==> config.mk <==
export PLATFORM = sky130hd
export DESIGN_NAME = acs_sequencer
export DESIGN_NICKNAME = d
export VERILOG_FILES = /design/src/logic/acs_pkg.sv /design/src/logic/acs_clk_div.sv /design/src/logic/acs_sequencer.sv
export VERILOG_INCLUDE_DIRS = /design/src /design/src/logic
export SDC_FILE = /design/constraint.sdc
export NUM_CORES = 1
export LEC_CHECK = 0
export ABC_AREA = 1
export BUFFER_PORTS_ARGS = -buffer_cell sky130_fd_sc_hd__buf_4
export CELL_PAD_IN_SITES_DETAIL_PLACEMENT = 0
export CELL_PAD_IN_SITES_GLOBAL_PLACEMENT = 1
export CORE_UTILIZATION = 41
export CTS_CLUSTER_DIAMETER = 80
export CTS_CLUSTER_SIZE = 8
export DETAILED_ROUTE_END_ITERATION = 16
export PLACE_DENSITY = 0.88
export SYNTH_ARGS = -nofsm -noshare
export SYNTH_HDL_FRONTEND = slang
export SYNTH_SLANG_ARGS = --single-unit
==> constraint.sdc <==
create_clock -name mclk -period 2.2 [get_ports mclk]
set_clock_uncertainty 0.2 [all_clocks]
set_input_delay 0.11 -clock mclk [delete_from_list [all_inputs] [get_ports mclk]]
set_output_delay 0.11 -clock mclk [all_outputs]
set_load 0.01 [all_outputs]
==> src/logic/acs_params.svh <==
// Register offsets, field positions, reset values and timing counts
`ifndef ACS_PARAMS_SVH
`define ACS_PARAMS_SVH
`define ACS_ADDR_CONV_CTRL   8'hd8
`define ACS_ADDR_MODE_CTRL   8'hef
`define ACS_ADDR_BUSY_STAT   8'hf5
`define ACS_ADDR_IRQ_STAT    8'he1
`define ACS_ADDR_IRQ_MASK    8'he2
`define ACS_ADDR_DMA_CHAN    8'he3
`define ACS_ADDR_DMA_CTRL    8'he4
`define ACS_BITOP_WIDTH      3
`define ACS_RST_CONV_CTRL    8'h00
`define ACS_RST_MODE_CTRL    8'h20
`define ACS_RST_IRQ_MASK     8'h00
`define ACS_CONV_CLKS        5'h11
`define ACS_CHAN_TEMP        4'h8
`define ACS_CHAN_DMA_STOP    4'hf
`define ACS_BIT_DONE         7
`define ACS_BIT_DMA          6
`define ACS_BIT_CONT         5
`define ACS_BIT_SINGLE       4
`define ACS_BIT_TIMER_EN     1
`define ACS_BIT_EXT_EN       0
`define ACS_IRQ_DONE         0
`define ACS_IRQ_BLOCK        1
`define ACS_IRQ_SPURIOUS     2
`endif

==> src/logic/acs_pkg.sv <==
// Types shared by the conversion sequencer
package acs_pkg;
  typedef enum logic [4:0] {
    ACS_IDLE    = 5'b00001,
    ACS_WAKE    = 5'b00010,
    ACS_ACQUIRE = 5'b00100,
    ACS_CONVERT = 5'b01000,
    ACS_FINISH  = 5'b10000
  } acs_state_t;
  typedef enum logic [1:0] {
    ACS_PWR_DOWN     = 2'b00,
    ACS_PWR_NORMAL   = 2'b01,
    ACS_PWR_DOWN_IDL = 2'b10,
    ACS_PWR_STBY_IDL = 2'b11
  } acs_pwr_t;
endpackage

==> src/logic/acs_clk_div.sv <==
// Divider making the one-cycle ADC clock enable from the master clock
`timescale 1ns/1ps
`default_nettype none
module acs_clk_div
  import acs_pkg::*;
(
  input  wire logic       mclk,
  input  wire logic       reset,
  input  wire logic       run,
  input  wire logic [1:0] div_sel,
  output var  logic       tick
);
  logic [2:0] count_reg;
  logic [2:0] limit;
  logic       wrap;
  // Divide by 1, 2, 4 or 8
  assign limit = 3'((4'h1 << div_sel) - 4'h1);
  assign wrap  = (count_reg >= limit);
  always_ff @(posedge mclk)
  begin
    if (reset || !run)
    begin
      count_reg <= 3'h0;
      tick      <= 1'b0;
    end
    else
    begin
      count_reg <= wrap ? 3'h0 : 3'(count_reg + 3'h1);
      tick      <= wrap;
    end
  end
endmodule
`default_nettype wire

==> src/logic/acs_sequencer.sv <==
// ADC conversion sequencer: registers, triggers, timing and done events
`timescale 1ns/1ps
`default_nettype none
`include "acs_params.svh"
module acs_sequencer
  import acs_pkg::*;
(
  input  wire logic       mclk,
  input  wire logic       reset,
  input  wire logic [7:0] reg_addr,
  input  wire logic [7:0] reg_wdata,
  input  wire logic       reg_write,
  input  wire logic       reg_read,
  output var  logic [7:0] reg_rdata,
  input  wire logic       bit_write,
  input  wire logic [2:0] bit_index,
  input  wire logic       bit_value,
  input  wire logic       timer_overflow,
  input  wire logic       convert_start_pin,
  input  wire logic       isr_vector,
  input  wire logic [3:0] dma_entry_chan,
  output var  logic       dma_entry_req,
  output var  logic       adc_power_on,
  output var  logic       adc_standby,
  output var  logic       adc_track,
  output var  logic       adc_convert,
  output var  logic [3:0] adc_channel,
  output var  logic       conversion_done_flag,
  output var  logic       irq
);
  logic [7:0] conv_ctrl_reg;
  logic [7:0] conv_ctrl_next;
  logic [7:0] mode_ctrl_reg;
  logic [7:0] irq_stat_reg;
  logic [7:0] irq_stat_next;
  logic [7:0] irq_mask_reg;
  logic       pin_prev_reg;
  logic       timer_armed_reg;
  logic       busy_reg;
  logic       dma_block_reg;
  logic [4:0] count_reg;
  logic [4:0] count_next;
  acs_state_t state_reg;
  acs_state_t state_next;
  logic [1:0] power_mode;
  logic [1:0] clock_div;
  logic [1:0] acquire_time;
  logic       timer_trigger_en;
  logic       external_trigger_en;
  logic       dma_en;
  logic       continuous_conversion_en;
  logic       single_conversion_start;
  logic [3:0] channel_select;
  logic       wr_conv;
  logic       wr_mode;
  logic       wr_istat;
  logic       wr_imask;
  logic       bit_conv;
  logic       adc_tick;
  logic       div_run;
  logic       pin_rise;
  logic       timer_start;
  logic       ext_start;
  logic       sw_start;
  logic       start_req;
  logic       start_take;
  logic       spurious;
  logic       conv_end;
  logic       chan_stop;
  logic       chan_reserved;
  logic [3:0] chan_pick;
  logic [4:0] acq_clks;
  logic       ev_done;
  logic       ev_block;
  logic [7:0] rdata_next;

  assign power_mode               = mode_ctrl_reg[7:6];
  assign clock_div                = mode_ctrl_reg[5:4];
  assign acquire_time             = mode_ctrl_reg[3:2];
  assign timer_trigger_en         = mode_ctrl_reg[`ACS_BIT_TIMER_EN];
  assign external_trigger_en      = mode_ctrl_reg[`ACS_BIT_EXT_EN];
  assign dma_en                   = conv_ctrl_reg[`ACS_BIT_DMA];
  assign continuous_conversion_en = conv_ctrl_reg[`ACS_BIT_CONT];
  assign single_conversion_start  = conv_ctrl_reg[`ACS_BIT_SINGLE];
  assign channel_select           = conv_ctrl_reg[3:0];

  assign wr_conv  = reg_write && (reg_addr == `ACS_ADDR_CONV_CTRL);
  assign wr_mode  = reg_write && (reg_addr == `ACS_ADDR_MODE_CTRL);
  assign wr_istat = reg_write && (reg_addr == `ACS_ADDR_IRQ_STAT);
  assign wr_imask = reg_write && (reg_addr == `ACS_ADDR_IRQ_MASK);
  assign bit_conv = bit_write && !reg_write;

  assign pin_rise  = convert_start_pin && !pin_prev_reg;
  assign ext_start = external_trigger_en && pin_rise;
  // first overflow arms, later ones start
  assign timer_start = timer_trigger_en && timer_overflow && timer_armed_reg;
  // continuous and DMA bits restart after finish
  assign sw_start  = single_conversion_start || continuous_conversion_en
                   || dma_en;
  assign start_req = ext_start || timer_start || sw_start;
  // no start while busy
  // The list entry moves one cycle after the advance pulse, so wait for it
  assign start_take = start_req && !busy_reg
                   && !(dma_en && dma_entry_req)
                   && (power_mode != ACS_PWR_DOWN);
  assign spurious  = (ext_start || timer_start) && busy_reg;

  assign chan_pick = dma_en ? dma_entry_chan : channel_select;
  assign chan_stop     = (chan_pick == `ACS_CHAN_DMA_STOP);
  assign chan_reserved = (chan_pick > `ACS_CHAN_TEMP) && !chan_stop;

  assign acq_clks = 5'(5'h1 << acquire_time);
  assign conv_end = (state_reg == ACS_FINISH);

  assign div_run = (state_reg != ACS_IDLE);
  acs_clk_div u_div (
    .mclk    (mclk),
    .reset   (reset),
    .run     (div_run),
    .div_sel (clock_div),
    .tick    (adc_tick)
  );

  always_comb
  begin
    state_next = state_reg;
    count_next = count_reg;
    case (state_reg)
      ACS_IDLE:
      begin
        // Stop marker and reserved codes never start a cycle
        if (start_take && !chan_stop && !chan_reserved)
        begin
          state_next = ACS_WAKE;
          count_next = 5'h0;
        end
      end
      ACS_WAKE:
      begin
        if (adc_tick)
        begin
          state_next = ACS_ACQUIRE;
          count_next = 5'h1;
        end
      end
      ACS_ACQUIRE:
      begin
        if (adc_tick)
        begin
          if (count_reg >= acq_clks)
          begin
            state_next = ACS_CONVERT;
            count_next = 5'h1;
          end
          else
            count_next = 5'(count_reg + 5'h1);
        end
      end
      ACS_CONVERT:
      begin
        if (adc_tick)
        begin
          if (count_reg >= `ACS_CONV_CLKS)
            state_next = ACS_FINISH;
          else
            count_next = 5'(count_reg + 5'h1);
        end
      end
      ACS_FINISH:
        state_next = ACS_IDLE;
      default:
        state_next = ACS_IDLE;
    endcase
  end

  // Block ends when DMA mode meets the stop marker or is switched off
  assign ev_done  = conv_end && !dma_block_reg;
  assign ev_block = dma_block_reg && (state_reg == ACS_IDLE)
                 && ((dma_en && chan_stop) || !dma_en);

  always_comb
  begin
    conv_ctrl_next = conv_ctrl_reg;
    if (wr_conv)
      conv_ctrl_next = reg_wdata;
    else if (bit_conv && (reg_addr == `ACS_ADDR_CONV_CTRL))
      conv_ctrl_next[bit_index] = bit_value;
    if (conv_end && single_conversion_start)
      conv_ctrl_next[`ACS_BIT_SINGLE] = 1'b0;
    if (isr_vector)
      conv_ctrl_next[`ACS_BIT_DONE] = 1'b0;
    if (ev_done || ev_block)
      conv_ctrl_next[`ACS_BIT_DONE] = 1'b1;
    if (ev_block && dma_en)
      conv_ctrl_next[`ACS_BIT_DMA] = 1'b0;
  end

  always_comb
  begin
    irq_stat_next = irq_stat_reg;
    if (wr_istat)
      irq_stat_next = irq_stat_reg & ~reg_wdata;
    if (ev_done)
      irq_stat_next[`ACS_IRQ_DONE] = 1'b1;
    if (ev_block)
      irq_stat_next[`ACS_IRQ_BLOCK] = 1'b1;
    if (spurious)
      irq_stat_next[`ACS_IRQ_SPURIOUS] = 1'b1;
  end

  always_comb
  begin
    rdata_next = 8'h00;
    case (reg_addr)
      `ACS_ADDR_CONV_CTRL: rdata_next = conv_ctrl_reg;
      `ACS_ADDR_MODE_CTRL: rdata_next = mode_ctrl_reg;
      `ACS_ADDR_BUSY_STAT: rdata_next = {busy_reg, 7'h00};
      `ACS_ADDR_IRQ_STAT:  rdata_next = irq_stat_reg;
      `ACS_ADDR_IRQ_MASK:  rdata_next = irq_mask_reg;
      `ACS_ADDR_DMA_CHAN:  rdata_next = {4'h0, dma_entry_chan};
      `ACS_ADDR_DMA_CTRL:  rdata_next = {7'h00, dma_block_reg};
      default:             rdata_next = 8'h00;
    endcase
  end

  always_ff @(posedge mclk)
  begin
    if (reset)
    begin
      conv_ctrl_reg <= `ACS_RST_CONV_CTRL;
      mode_ctrl_reg <= `ACS_RST_MODE_CTRL;
      irq_stat_reg  <= 8'h00;
      irq_mask_reg  <= `ACS_RST_IRQ_MASK;
      reg_rdata     <= 8'h00;
    end
    else
    begin
      conv_ctrl_reg <= conv_ctrl_next;
      irq_stat_reg  <= irq_stat_next;
      reg_rdata     <= reg_read ? rdata_next : 8'h00;
      if (wr_mode)
        mode_ctrl_reg <= reg_wdata;
      else if (bit_conv && (reg_addr == `ACS_ADDR_MODE_CTRL))
        mode_ctrl_reg[bit_index] <= bit_value;
      if (wr_imask)
        irq_mask_reg <= reg_wdata;
    end
  end

  always_ff @(posedge mclk)
  begin
    if (reset)
    begin
      state_reg       <= ACS_IDLE;
      count_reg       <= 5'h00;
      pin_prev_reg    <= 1'b1;
      timer_armed_reg <= 1'b0;
    end
    else
    begin
      state_reg    <= state_next;
      count_reg    <= count_next;
      pin_prev_reg <= convert_start_pin;
      // arm after first overflow once enabled
      if (!timer_trigger_en)
        timer_armed_reg <= 1'b0;
      else if (timer_overflow)
        timer_armed_reg <= 1'b1;
    end
  end

  always_ff @(posedge mclk)
  begin
    if (reset)
    begin
      busy_reg             <= 1'b0;
      dma_block_reg        <= 1'b0;
      dma_entry_req        <= 1'b0;
      adc_power_on         <= 1'b0;
      adc_standby          <= 1'b0;
      adc_track            <= 1'b0;
      adc_convert          <= 1'b0;
      adc_channel          <= 4'h0;
      conversion_done_flag <= 1'b0;
      irq                  <= 1'b0;
    end
    else
    begin
      busy_reg <= (state_next != ACS_IDLE);
      if (ev_block)
        dma_block_reg <= 1'b0;
      else if (dma_en && start_take && !chan_stop)
        dma_block_reg <= 1'b1;
      dma_entry_req <= conv_end && dma_block_reg;
      if ((state_reg == ACS_IDLE) && (state_next == ACS_WAKE))
        adc_channel <= chan_pick;
      case (power_mode)
        ACS_PWR_NORMAL:   adc_power_on <= 1'b1;
        ACS_PWR_DOWN_IDL: adc_power_on <= (state_next != ACS_IDLE);
        ACS_PWR_STBY_IDL: adc_power_on <= (state_next != ACS_IDLE);
        default:          adc_power_on <= 1'b0;
      endcase
      adc_standby <= (power_mode == ACS_PWR_STBY_IDL)
                  && (state_next == ACS_IDLE);
      adc_track   <= (state_next == ACS_ACQUIRE);
      adc_convert <= (state_next == ACS_CONVERT);
      conversion_done_flag <= conv_ctrl_next[`ACS_BIT_DONE];
      irq <= |(irq_stat_next & irq_mask_reg);
    end
  end
endmodule
`default_nettype wire

==> reports/metrics.cfg <==
[finish]
antennaDiodeCount=0
final_common_cell=nand2_1
area_growth_pct=23.8
fin_util=0.521
final_cell_mix=nand2_1 (118), inv_1 (87), nor2_1 (68), dfxtp_1 (68), buf_4 (54)
drive_gt1_frac=0.154
nets=698

[timing]
rsz0062_at_grt=no
hold_violations=0
relSlewSlack=0.681
period_share=0.927
fin_crit_ps=2040
setup_viol=0
tns_ps=0
hold_slack_ps=18.3
slew_viol_final=0
worstMarginPinSlew_ps=478
fmax_ghz=0.490

[power]
p_clk_frac=0.428
p_seq_frac=0.492
pwr_density_cell_mw_per_mm2=522
switchingPower_w=0.000661
switching_share=0.264
peakVddDrop_uv=240
internal-power_w=0.00184
p_comb_frac=0.080
p_leak_nw=2.09

[worst_setup_path]
crit_family=buffers and inverters
cp.required_ps=2260
r2r_cells=11
crit_chain=buf_4 -> inv_1 -> nand2_1 -> nor3_1 -> nand3_2 -> nand3_1 -> dlygate4sd3_1 -> a21oi_1 -> dlygate4sd3_1
cp_max_fo=5
slowest_stage=dlygate4sd3_1
setup.worst_path.class=input pin to flop
path_depth=9
cp-end-kind=flop
critPathLaunchType=input pin
critPathBufInv=4
cpPeakStageDelay_ps=550
crit_top_cell=dlygate4sd3_1
cp.arrival_ps=2090

[worst_hold_path]
hold_path_depth=5
holdCritPathClass=input pin to flop

[routing]
vias_per_cell=5.28
drcViolationCount=0
via_count=4078
routed_wl_um=11300
ant_nets=0
wl_per_cell_um=14.7
firstDrtPassIters=5
drt_iter0_drc=229

[yosys]
async_flop_share=0
ys_types=41
syn_avg_cell_area_sq_um=6.67
synthesis.instances=581
syn_nets=623
ys_seq_area_frac=0.351
ys_seq_elements=68
synth_top_cell_by_area=dfxtp_1
synth_enable_flop_cells=0
ys_warn_count=0
synth_area_sq_mm=0.00387
synth_area_leaders=dfxtp_1 (35%), nand2_1 (11%), inv_1 (8.5%)
yosys_most_used_dff=dfxtp_1
yosys.area.top_type_share=0.351

[placed_design]
dpl.hpwl_um=8440
gp_congestion=0.904
numPortBuffers=50

[grt]
grt-ovfl-total=0
grt_pass1_wl_um=18300
top_usage_layer=met2
grt_use_met1=0.301
gr-usage-all-layers=0.241
grt_pass1_vias=3818
use_met3=0.0323
grt.met2_usage=0.404
grt_start_max_net_pins=31
antenna_found_initial=0

[cts]
clk_latency_ps=360
cts.reportedPaths.clkPinSlew_ps=80
cts_buffers=9
clk_path_buf_depth=2
postCtsSetupRepairBufs=0
clkSinkCount=68
cts-root-buf=clkbuf_8
h-tree-depth=3
cts_tree=yes

[floorplan]
die_area_sq_mm=0.00984
num_rows=35
die_h_um=99.2
die_x_um=99.2
core_sq_mm=0.00920
start_util=0.421
ios=51

[run]
max_cap_viol_count=0

[status]
status=complete, no violations

[path summary, 6_finish.rpt]
path | start | end | slack, ps
worst min register to register | adc_channel[0] | adc_channel[0] | 250
worst min-delay path | reg_read | reg_rdata[5] | 20
worst max-delay path | reg_addr[1] | conv_ctrl_reg[2] | 160
worst max register to register | mode_ctrl_reg[3] | state_reg[2] | 240
[cell families (layout without fill, tap and decap cells)]
| family | after synthesis | in the layout | synth area share |
|---|---|---|---|
| compound gates | 121 | 121 | 0.177 |
| flops | 68 | 68 | 0.351 |
| buf+inv | 104 | 184 | 0.103 |
| simple gates | 274 | 274 | 0.327 |
| xor+xnor | 4 | 4 | 0.00904 |
| fa+ha+maj | 10 | 10 | 0.0323 |
[per-layer routing]
metal / wire (um) / vias to the layer above
met1: 5010 / 1841
li1: - / 2070
met4: 489 / 0
met2: 5360 / 136
met5: 0 / -
met3: 473 / 31
[timing repair]
item,in CTS,in global routing
endpoints found under the hold margin,34,0
setup endpoints to repair,0,5
resized for setup,0,4
hold buffers,21,0
[layout make-up]
cell class / instances / area, sq um
Inverter: 93 / 353
Clock buffer: 9 / 124
Sequential cell: 68 / 1360
Tap cell: 111 / 139
Clock inverter: 7 / 76.3
Fill cell: 933 / 4400
Timing Repair Buffer: 75 / 616
Multi-Input combinational cell: 409 / 2130
[synthesized netlist by cell type (3+ instances only)]
| library cell | instances |
|---|---|
| a211oi_1 | 9 |
| a21oi_1 | 46 |
| a31oi_1 | 3 |
| clkbuf_1 | 8 |
| dfxtp_1 | 68 |
| ha_1 | 10 |
| inv_1 | 88 |
| inv_2 | 4 |
| nand2_1 | 118 |
| nand2_2 | 3 |
| nand3_1 | 33 |
| nand4_1 | 14 |
| nor2_1 | 69 |
| nor2_2 | 6 |
| nor3_1 | 12 |
| o211ai_1 | 8 |
| o21ai_0 | 36 |
| o22ai_1 | 11 |
| or2_2 | 3 |
[through the flow]
step           setup WS (ps)  cells  cell area [sq um]  power, W
2_1_floorplan            409    581               3870   0.00134
3_3_place_gp             251    735               4370   0.00143
3_5_place_dp             163    735               4370   0.00143
4_1_cts                  123    772               4780   0.00250
5_1_grt                 1.44    772               4800   0.00258
6_report                 160    772               4800   0.00250
[power by group through the flow]
stage / Clock, W / Sequential, W / Combinational [W]
6_report: 0.00107 / 0.00123 / 0.000200
4_1_cts: 0.00107 / 0.00123 / 0.000196
2_1_floorplan: 0 / 0.00126 / 0.0000826
3_3_place_gp: 0 / 0.00126 / 0.000169
3_5_place_dp: 0 / 0.00126 / 0.000169
5_1_grt: 0.00113 / 0.00123 / 0.000219
[worst reg2reg max path, cell delays in order (launching register included)]
cell and delay (ps):
dfxtp_1 390, nand2_1 80, ha_1 310, nand2_1 70
nand2_1 50, nand3_1 60, nand2_1 60, nor2_2 160
nand2_1 130, a21oi_1 140, nand2_1 80, a21oi_1 150
No activity file was read; power rests on OpenSTA's default activity.
